`config.mk`:
```
export PLATFORM = sky130hd
export DESIGN_NAME = ternary_search_match_core
export DESIGN_NICKNAME = d
export VERILOG_FILES = /design/src/tsm_pkg.sv /design/src/ternary_search_match_core.sv
export VERILOG_INCLUDE_DIRS = /design/src /design/src/src
export SDC_FILE = /design/constraint.sdc
export NUM_CORES = 2
export LEC_CHECK = 0
export BUFFER_PORTS_ARGS = -buffer_cell sky130_fd_sc_hd__buf_4
export CORE_UTILIZATION = 37
export CTS_CLUSTER_SIZE = 28
export DETAILED_ROUTE_END_ITERATION = 10
export PLACE_DENSITY = 0.52
export SLEW_MARGIN = 20
export SYNTH_ARGS = -nofsm -noshare
export SYNTH_HDL_FRONTEND = slang
export SYNTH_SLANG_ARGS = --single-unit
```
`constraint.sdc`:
```
create_clock -name clk -period 6.7 [get_ports clk]
set_input_delay 1.675 -clock clk [delete_from_list [all_inputs] [get_ports clk]]
set_output_delay 1.675 -clock clk [all_outputs]
set_load 0.03 [all_outputs]
```
`src/tsm_params.svh`:
```
// constants for the ternary search match core
// assumes a single clk domain at the double rate; included by the package
`ifndef TSM_PARAMS_SVH
`define TSM_PARAMS_SVH
`define TSM_KEY_W       68
`define TSM_DEPTH       16
`define TSM_IDX_W       4
`define TSM_PARAM_W     7
`define TSM_SADR_W      22
`define TSM_ID_W        5
// pipeline stages added after arbitration, counted in internal clk cycles
`define TSM_PIPE_LAT    3
// command parameter fields
`define TSM_P_SEL_MASK  0
`define TSM_P_ADDR_LO   1
`define TSM_P_SRAM      5
`define TSM_OP_READ     2'b00
`define TSM_OP_WRITE    2'b01
`define TSM_OP_SEARCH   2'b10
`define TSM_OP_ENTRY_A  2'b11
`endif

```
`src/tsm_pkg.sv`:
```
// types shared by the ternary search match core and its bench
// assumes tsm_params.svh is on the include path
`include "tsm_params.svh"
package tsm_pkg;
   typedef enum logic [1:0] {
      OP_PROG_READ  = `TSM_OP_READ,
      OP_PROG_WRITE = `TSM_OP_WRITE,
      OP_SEARCH     = `TSM_OP_SEARCH,
      OP_ENTRY_A    = `TSM_OP_ENTRY_A
   } op_t;
   typedef struct packed {
      logic [`TSM_PARAM_W-1:0] param;
      op_t                     op;
   } cmd_t;
   typedef struct packed {
      logic                  valid;
      logic                  hit;
      logic [`TSM_IDX_W-1:0] idx;
   } result_t;
endpackage

```
`src/ternary_search_match_core.sv`:
```
// search core of a cascadable ternary match engine: table, priority encoder,
// cascade arbitration and result pipeline toward the associated-data sram.
// assumes clk is the double rate clock, inputs synchronous to it, and the
// host holding command and key for one whole internal (half-rate) cycle.
//
// Behaviour
// - command code and parameter arrive together on the nine-bit command bus and are decoded.
// - the 68-bit key/data bus carries the key on a search and the data on reads and writes.
// - on a flow-through sram access the key/data bus carries the sram address and it is passed on.
// - each entry holds data and mask, and a masked bit is don't-care while others must equal.
// - among several matching entries the lowest address is reported.
// - on a search only the cascade-wide lowest-address winner drives the sram bus, the others stay off.
// - search sram cycles and the hit flag with its valid are delayed to let arbitration finish; flow-through sram cycles leave on the next tick.
// - the two low command bits select read, write, search or entry_a, the upper seven are parameters.
// - the command bus is ignored while command_valid is low.
// - the hit flag rises only for the global winner and a separate valid qualifies it.
// - inputs are sampled on rising clk and the half-rate phase comes from phase_select_n.
`timescale 1ns/1ns
`default_nettype none
`include "tsm_params.svh"

module ternary_search_match_core (
   input  wire logic                    clk,            // double rate clock
   input  wire logic                    nrst,           // async reset, low
   input  wire logic                    phase_select_n, // low marks internal edge
   input  wire logic                    command_valid,  // command qualifier
   input  wire tsm_pkg::cmd_t           cmd,            // command bus
   input  wire logic [`TSM_KEY_W-1:0]   dq_in,          // key/data in
   input  wire logic [`TSM_ID_W-1:0]    device_id,      // cascade position
   input  wire logic                    cascade_hit_in, // upstream device hit
   output logic                         local_hit_out,  // own hit to cascade
   output logic [`TSM_KEY_W-1:0]        dq_out,         // read data
   output logic                         dq_oe,          // dq driven
   output logic                         read_ack,       // read data valid
   output logic                         search_hit_flag,  // global winner
   output logic                         search_hit_valid, // flag qualifier
   output logic [`TSM_SADR_W-1:0]       sram_addr,      // sram address
   output logic                         sram_oe,        // sram bus driven
   output logic                         sram_ce_n,      // sram chip enable
   output logic                         sram_we_n       // sram write enable
);
   import tsm_pkg::*;

   // ----------------------------------------------------------------------
   // command decode
   // ----------------------------------------------------------------------
   // internal clk edge: only cycles with phase low advance the core
   logic tick;
   logic take;
   logic is_read;
   logic is_write;
   logic is_search;
   logic is_sram;
   logic sel_mask;
   logic [`TSM_IDX_W-1:0] acc_idx;
   logic tbl_wr_data;
   logic tbl_wr_mask;
   logic tbl_rd;
   logic sram_wr;
   logic sram_rd;
   // every access below is qualified by take, so idle ticks do nothing
   assign tick      = ~phase_select_n;
   assign take      = tick & command_valid;
   assign is_read   = take & (cmd.op == OP_PROG_READ);
   assign is_write  = take & (cmd.op == OP_PROG_WRITE);
   assign is_search = take & (cmd.op == OP_SEARCH);
   assign is_sram   = cmd.param[`TSM_P_SRAM];
   assign sel_mask  = cmd.param[`TSM_P_SEL_MASK];
   assign acc_idx   = cmd.param[`TSM_P_ADDR_LO +: `TSM_IDX_W];

   // the flow-through bit steers an access away from the table to the sram;
   // a flow-through write never touches the arrays
   assign tbl_wr_data = is_write & ~is_sram & ~sel_mask;
   assign tbl_wr_mask = is_write & ~is_sram & sel_mask;
   assign tbl_rd      = is_read & ~is_sram;
   assign sram_wr     = is_write & is_sram;
   assign sram_rd     = is_read & is_sram;

   // ----------------------------------------------------------------------
   // data and mask arrays
   // ----------------------------------------------------------------------
   logic [`TSM_KEY_W-1:0] data_mem [`TSM_DEPTH];
   logic [`TSM_KEY_W-1:0] mask_mem [`TSM_DEPTH];
   logic [`TSM_DEPTH-1:0] match;

   // array writes need no reset; contents are undefined until loaded
   always_ff @(posedge clk) begin
      if (tbl_wr_data) begin
         data_mem[acc_idx] <= dq_in;
      end
      if (tbl_wr_mask) begin
         mask_mem[acc_idx] <= dq_in;
      end
   end

   // per entry compare: mask bit set means don't care
   // an unloaded entry holds unknowns, so the host loads the table first
   genvar g;
   generate
      for (g = 0; g < `TSM_DEPTH; g++) begin : g_cmp
         assign match[g] = ~|((dq_in ^ data_mem[g]) & ~mask_mem[g]);
      end
   endgenerate

   // ----------------------------------------------------------------------
   // priority encoder
   // ----------------------------------------------------------------------
   logic                  any_match;
   logic [`TSM_IDX_W-1:0] win_idx;
   // scan downward so the last assignment is the lowest index
   always_comb begin
      win_idx = '0;
      for (int i = `TSM_DEPTH - 1; i >= 0; i--) begin
         if (match[i]) begin
            win_idx = i[`TSM_IDX_W-1:0];
         end
      end
   end
   // a miss still travels down the pipe as a valid result with hit low
   assign any_match = |match;

   // ----------------------------------------------------------------------
   // search and arbitration stages
   // ----------------------------------------------------------------------
   result_t srch_q;
   result_t srch_d;
   result_t arb_d;
   assign srch_d = is_search ? result_t'{valid: 1'b1, hit: any_match, idx: win_idx}
                             : result_t'{valid: 1'b0, hit: 1'b0, idx: '0};
   // an upstream hit means a lower cascade address already wins
   assign arb_d  = '{valid: srch_q.valid,
                     hit:   srch_q.hit & ~cascade_hit_in,
                     idx:   srch_q.idx};

   // own hit leaves a tick ahead so downstream devices can arbitrate
   always_ff @(posedge clk or negedge nrst) begin
      if (!nrst) begin
         srch_q        <= '0;
         local_hit_out <= 1'b0;
      end else if (tick) begin
         srch_q        <= srch_d;
         local_hit_out <= srch_d.valid & srch_d.hit;
      end
   end

   // ----------------------------------------------------------------------
   // result pipeline
   // ----------------------------------------------------------------------
   // fixed depth so every device in the cascade lands on the same cycle
   // a search may enter on every tick; results leave in the order taken
   result_t pipe_q [`TSM_PIPE_LAT];
   always_ff @(posedge clk or negedge nrst) begin
      if (!nrst) begin
         for (int i = 0; i < `TSM_PIPE_LAT; i++) begin
            pipe_q[i] <= '0;
         end
      end else if (tick) begin
         pipe_q[0] <= arb_d;
         for (int i = 1; i < `TSM_PIPE_LAT; i++) begin
            pipe_q[i] <= pipe_q[i-1];
         end
      end
   end

   result_t res;
   logic    pio_sram;
   logic    drive_sram;
   logic [`TSM_SADR_W-1:0] win_addr;
   assign res        = pipe_q[`TSM_PIPE_LAT-1];
   assign pio_sram   = sram_rd | sram_wr;
   assign drive_sram = (res.valid & res.hit) | pio_sram;
   // device id on top keeps the sram windows of cascaded devices apart;
   // the bits between id and index stay zero with this table depth
   assign win_addr   = {device_id, {(`TSM_SADR_W-`TSM_ID_W-`TSM_IDX_W){1'b0}}, res.idx};

   // ----------------------------------------------------------------------
   // outputs
   // ----------------------------------------------------------------------
   // flow-through access overrides a search result landing the same edge;
   // the host must not schedule both together
   always_ff @(posedge clk or negedge nrst) begin
      if (!nrst) begin
         search_hit_flag  <= 1'b0;
         search_hit_valid <= 1'b0;
         sram_addr        <= '0;
         sram_oe          <= 1'b0;
         sram_ce_n        <= 1'b1;
         sram_we_n        <= 1'b1;
      end else if (tick) begin
         search_hit_flag  <= res.valid & res.hit;
         search_hit_valid <= res.valid;
         sram_oe          <= drive_sram;
         sram_ce_n        <= ~drive_sram;
         sram_we_n        <= ~sram_wr;
         if (pio_sram) begin
            sram_addr <= dq_in[`TSM_SADR_W-1:0];
         end else if (res.valid & res.hit) begin
            sram_addr <= win_addr;
         end
      end
   end

   // programmed read of the table, answered one internal cycle later
   // dq_oe marks the ticks in which the host must leave the bus alone
   always_ff @(posedge clk or negedge nrst) begin
      if (!nrst) begin
         dq_out   <= '0;
         dq_oe    <= 1'b0;
         read_ack <= 1'b0;
      end else if (tick) begin
         dq_oe    <= tbl_rd;
         read_ack <= tbl_rd;
         if (tbl_rd) begin
            dq_out <= sel_mask ? mask_mem[acc_idx] : data_mem[acc_idx];
         end
      end
   end
endmodule
`default_nettype wire

```
# After elaboration in Yosys (flattened, before gate mapping)
# Memory sizes are Yosys's and may differ from the RTL's.
# Cells that the tools add are included.
[op_classes] bitwise=69 n_mux=24 n_eq_ne=2 n_reduce_logical=37
[ops] op="$and A68 B68 Y68" n=16
[ops] op="$not A68 Y68" n=16
[ops] op="$reduce_or A68 Y1" n=16
[ops] op="$xor A68 B68 Y68" n=16
[ops] op="$mux W68" n=1
[ops] op="$mux W4" n=16
[ops] op="$mux W22" n=2
[ops] op="$logic_not A1 Y1" n=16
[ops] op="$reduce_or A16 Y1" n=1
[ops] op="$and A1 B1 Y1" n=13
[ops] op="$mux W6" n=1
[ops] op="$not A1 Y1" n=6
[ops] op="$mux W1" n=4
[ops] op="$reduce_and A2 Y1" n=2
[ops] op="$eq A2 B1 Y1 const B" n=1
[ops] op="$eq A2 B2 Y1 const B" n=1
[ops] op="$logic_not A2 Y1" n=1
[ops] op="$or A1 B1 Y1" n=2
[ops] op="$reduce_bool A2 Y1" n=1
[word_totals] wordCells=155 reg_bits=121 input_bits=87 n_memories=2 ram_bits=2176
[memory_table] memory="data_mem" words=16 width=68 rd=17 rd_ports_with_merged_regs=0 wr=1 line_no="ternary_search_match_core.sv:82" rtl="logic [`TSM_KEY_W-1:0] data_mem [`TSM_DEPTH];"
[memory_table] memory="mask_mem" words=16 width=68 rd=17 rd_ports_with_merged_regs=0 wr=1 line_no="ternary_search_match_core.sv:83" rtl="logic [`TSM_KEY_W-1:0] mask_mem [`TSM_DEPTH];"

# Depth between registers and ports, before layout
# An unclocked memory read counts as a cell.
[depth] ltp_word=22 mapped_depth=11 ltp_nobuf=9

# Least setup slack after synthesis
# No wires, ideal clock.
[synth_path] kind="input-to-reg" from="in cmd[4] (netlist bit)" to="mem data_mem[7][0] (netlist bit), enable pin" arrival_time_ns=5.568 path_buffers=3 path_slack_ns=0.638 stages=5 t_required_ns=6.205 path_cell_list="clkbuf_1 clkbuf_1 clkbuf_1 nand3_1 nor2_1"
[synth_lines] element="start: declaration" line_no="ternary_search_match_core.sv:27" rtl="input wire tsm_pkg::cmd_t cmd,"
[synth_lines] element="end: declaration" line_no="ternary_search_match_core.sv:82"
# Straight into the memory's write port.

# Worst setup path after layout
[layout_path] from="in dq_in[50]" to="reg local_hit_out"
[layout_via] elab_chain_len=7 elab_cells_between_ends=67 cone_classes="mux (1); bitwise (33); reduce/logical (33)"
[layout_rtl] element="start: declaration" line_no="ternary_search_match_core.sv:28" rtl="input wire logic [`TSM_KEY_W-1:0] dq_in,"
[layout_rtl] element="$xor A68 B68 Y68" line_no="ternary_search_match_core.sv:101" rtl="assign match[g] = ~|((dq_in ^ data_mem[g]) & ~mask_mem[g]);"
[layout_rtl] element="$and A68 B68 Y68" line_no="ternary_search_match_core.sv:101"
[layout_rtl] element="$reduce_or A68 Y1" line_no="ternary_search_match_core.sv:101"
[layout_rtl] element="$logic_not A1 Y1" line_no="ternary_search_match_core.sv:101"
[layout_rtl] element="$reduce_or A16 Y1 *" line_no="ternary_search_match_core.sv:120" rtl="assign any_match = |match;"
[layout_rtl] element="$mux W6 *" line_no="ternary_search_match_core.sv:128" rtl="assign srch_d = is_search ? result_t'{valid: 1'b1, hit: any_match, idx: win_idx}"
[layout_rtl] element="$and A1 B1 Y1 *" line_no="ternary_search_match_core.sv:142" rtl="local_hit_out <= srch_d.valid & srch_d.hit;"
[layout_rtl] element="end signal: assignment" line_no="ternary_search_match_core.sv:142"
[layout_rtl] element="end: declaration" line_no="ternary_search_match_core.sv:31" rtl="output logic local_hit_out,"
# Mark *: on every way between the ends. The rest lies on a longest branch, timed or not.
# A chain may end at the register's enable or synchronous reset.

==> reports/summary.md <==
• 0.0499 ns — Max Clock Skew
• 3 — count of buffer and inverter cells on the critical path
• 48 — top fanout value on the critical path
• 9.6% — power share of the combinational group
• 0.84 ns — CP max stage delay
• 58.6k — vias in the first global route
• sky130_fd_sc_hd__edfxtp_1 — most area-hungry cell type in the Yosys netlist
• 0 — count of antenna-violating nets left after detailed routing
• 0 — maxcap violations
• complete, no violations — outcome
• yes — CTS tree
• 5.51 ns — critical path arrival
• 0 — number of hold violations in the final report
• 0 — detailed-route DRC error count
• 270 — number of buffers created by CTS
• 0 ns — accumulated negative setup slack
• 372000 um — dpl hpwl
• 2176 — EDFF count, synth
• 118000 um^2 — post-route design area
• 13.2k — DRC marker count from the first detailed-route iteration
• 2296 — total clock sinks
• 191 — standard-cell row count
• 25.5% — switching share of power
• register — kind of end point of the critical path
• 37.4% — initial cell density of the core
• 6 — TritonRoute pass-1 iters
• 1.13 — routability congestion estimate
• 70.3% — Final period util
• 1.41 ns — transition time at the pin with the least slew margin
• 627000 um — global-route wire length before repair
• 109000 um^2 — cell area after placement
• 63.5k — via total after detailed routing
• 526 um — Die Y-Extent
• 5956 — Post-layout nets
• 0.06 ns — CTS clk-pin slew, worst paths
• 185 — number of I/O pins
• 0 — overflow left after global routing
• 9693 — Layout Cells excl Fill
• 0.91 ns — clock latency on the worst-skew pair
• 8.68 mW — sw power
• 276000 um^2 — die outline area
• 43.5% — clock share of power
• 4.71 ns — Final Critical Period
• 0 — synthesis warning total
• 35.3% — Tot GR Track Use
• 25.3 mW — internal power contribution
• 36.1 nW — static leakage power
• 88 — maximum number of pins on one net before global-route repair
• sky130_fd_sc_hd__edfxtp_1 (64%), sky130_fd_sc_hd__mux4_2 (15%), sky130_fd_sc_hd__xnor2_1 (9.4%) — top post-synthesis cells by area
• input pin to register — Worst Path Class, Setup
• 5595 — syn nets
• 0.000196 V — worst ir drop on vdd
• 5 — H-tree depth reported by CTS
• 272000 um^2 — placeable core area
• 102000 um^2 — cell area after synthesis
• 0.484 ns — Hold Worst Slack
• 7.50 ns — Req. time, crit path
• 49 — count of unique library cells instantiated by Yosys
• 0 — number of post-CTS setup repair buffers
• 25.5% — fraction of final layout cells sized beyond drive strength 1
• 0 — max-slew violation total from the final report
• false — RSZ-0062 raised after global routing
• 51.2 um — post-detailed-route wirelength per cell
• 43.3% — Final Util
• 212 MHz — maximum clock frequency
• 1.99 ns — post-route setup slack
• simple AND/OR/NAND/NOR gates — Top delay family on crit path
• 289 nW/um^2 — Pwr per Cell Area
• 496000 um — drt total wl
• 46.9% — proportion of power drawn by flip-flops and latches
• 4 — Clock Tree Buf Depth
• 183 — number of port buffers
• sky130_fd_sc_hd__clkbuf_16 — master cell of the clock root buffer
• 18.4 um^2 — average footprint of a synthesized cell
• 2296 — number of register bits inferred by synthesis
• 64.4% — fraction of synthesized cell area taken by the top area cell type
• register to register — HP Class
• 9166 — count of placed standard cells including taps
• 85 — antenna violations before repair
• 0 — post-CTS sizing
• 34.0 mW — Total Power Consumption
• buf_4, xnor2_1, o22ai_1, nor4_1, buf_4, nand4_1, nor4_1, nor4_1, nand3_1, o31ai_1, buf_4, nand2_1 — worst path cell trace
• 0 — count of hold-fix buffers inserted at cts
• sky130_fd_sc_hd__edfxtp_1 — most used flip-flop cell after synthesis
• input pin — kind of launch point of the worst setup path
• 5.26% — Max transition margin
• 67.3% — sequential cell area fraction in the yosys report
• 6.55 — via density per instance
• 5508 — synthesized instance count
• 526 um — Chip Width
• sky130_fd_sc_hd__o22ai_1 — standard cell with the maximum stage delay on the critical path
• 15.9% — layout-stage area growth over the synthesis result
• 5.23% — share of async-settable or async-resettable flops after synthesis
• 1.40 ns — post-placement setup slack
• 0 — total setup violations reported at the end of the flow
cell type report:
class                           count  area (um^2)
Fill cell                       23600       154000
Sequential cell                  2296        68300
Multi-Input combinational cell   2883        32200
Clock buffer                      338         7180
Tap cell                         3570         4470
Timing Repair Buffer              415         3930
Clock inverter                    153         1460
Antenna cell                       35         87.6
Inverter                            3         11.3
logic make-up after synthesis:
kind of cell	count (synthesis)	share of synthesized area, %
DFF	2296	67.3
xor gates and xnor gates	1088	9.40
AOI/OAI and AO/OA	651	3.98
buffers and inverters	329	1.36
and+or+nand+nor	368	1.86
muxes	776	16.1
Yosys cell counts (21+ instances only):
master,number
sky130_fd_sc_hd__a21oi_1,68
sky130_fd_sc_hd__clkbuf_1,183
sky130_fd_sc_hd__nor2_1,123
sky130_fd_sc_hd__nand2_1,37
sky130_fd_sc_hd__edfxtp_1,2176
sky130_fd_sc_hd__buf_1,45
sky130_fd_sc_hd__nor4_1,130
sky130_fd_sc_hd__nand3_1,21
sky130_fd_sc_hd__xnor2_1,1086
sky130_fd_sc_hd__dfrtp_1,118
sky130_fd_sc_hd__o22ai_1,540
sky130_fd_sc_hd__buf_2,91
sky130_fd_sc_hd__mux4_2,680
sky130_fd_sc_hd__mux2i_1,77
sequential cells by signal, summed over array words and instances, names as in the netlist:
name	cells
data_mem	1088
mask_mem	1088
dq_out	68
sram_addr	22
pipe_q	18
arb_d	5
local_hit_out	1
read_ack	1
search_hit_flag	1
search_hit_valid	1
sram_ce_n	1
sram_oe	1
sram_we_n	1
placed cells by master, fill, tap and decap left out, types with 68 or more instances in the layout:
cell,netlist,layout
sky130_fd_sc_hd__mux4_2,680,680
sky130_fd_sc_hd__nor2_1,123,91
sky130_fd_sc_hd__xnor2_1,1086,1079
sky130_fd_sc_hd__clkbuf_16,0,276
sky130_fd_sc_hd__a21oi_1,68,68
sky130_fd_sc_hd__mux2i_1,77,75
sky130_fd_sc_hd__edfxtp_1,2176,2176
sky130_fd_sc_hd__dfrtp_1,118,118
sky130_fd_sc_hd__buf_4,5,347
sky130_fd_sc_hd__nor4_1,130,118
sky130_fd_sc_hd__o22ai_1,540,537
layer usage:
metal / share of wire (%) / vias up / track usage, %
met5: 0.11 / - / 0.208
met4: 6.9 / 38 / 20.4
met3: 13 / 884 / 11.9
met2: 42 / 5063 / 49.5
met1: 38 / 34200 / 47.7
li1: - / 23200 / -
path summary, 6_finish.rpt:
check	to	cells after the start	start	slack (ns)
worst max register to register	arb_d[2]$_DFFE_PN0N_	9	data_mem[6][14]$_DFFE_PP_	2.83
max in group asynchronous	dq_out[64]$_DFFE_PN0P_	2	nrst	5.03
min in group asynchronous	sram_addr[13]$_DFFE_PN0P_	1	nrst	0.75
worst max-delay path	local_hit_out$_DFFE_PN0N_	12	dq_in[50]	1.99
worst min register to register	sram_ce_n$_DFFE_PN1N_	2	sram_ce_n$_DFFE_PN1N_	0.48
worst min-delay path	sram_ce_n$_DFFE_PN1N_	2	sram_ce_n$_DFFE_PN1N_	0.48
tightest hold or removal path: cells and delay by family (launching register included):
| family | cells | cell delay (ns) |
|---|---|---|
| compound gates | 1 | 0.07 |
| flops | 1 | 0.37 |
| buf+inv | 1 | 0.04 |
power groups by stage:
stage               logic (mW)  clock network (mW)  registers [mW]
finish                    3.25                14.8            16.0
global route              3.28                15.4            16.0
CTS                       3.18                14.9            16.0
detailed placement        3.17                   0            16.2
global placement          3.17                   0            16.2
floorplan                 1.32                   0            16.5
Note: power is estimated with default switching activity, not from simulation.
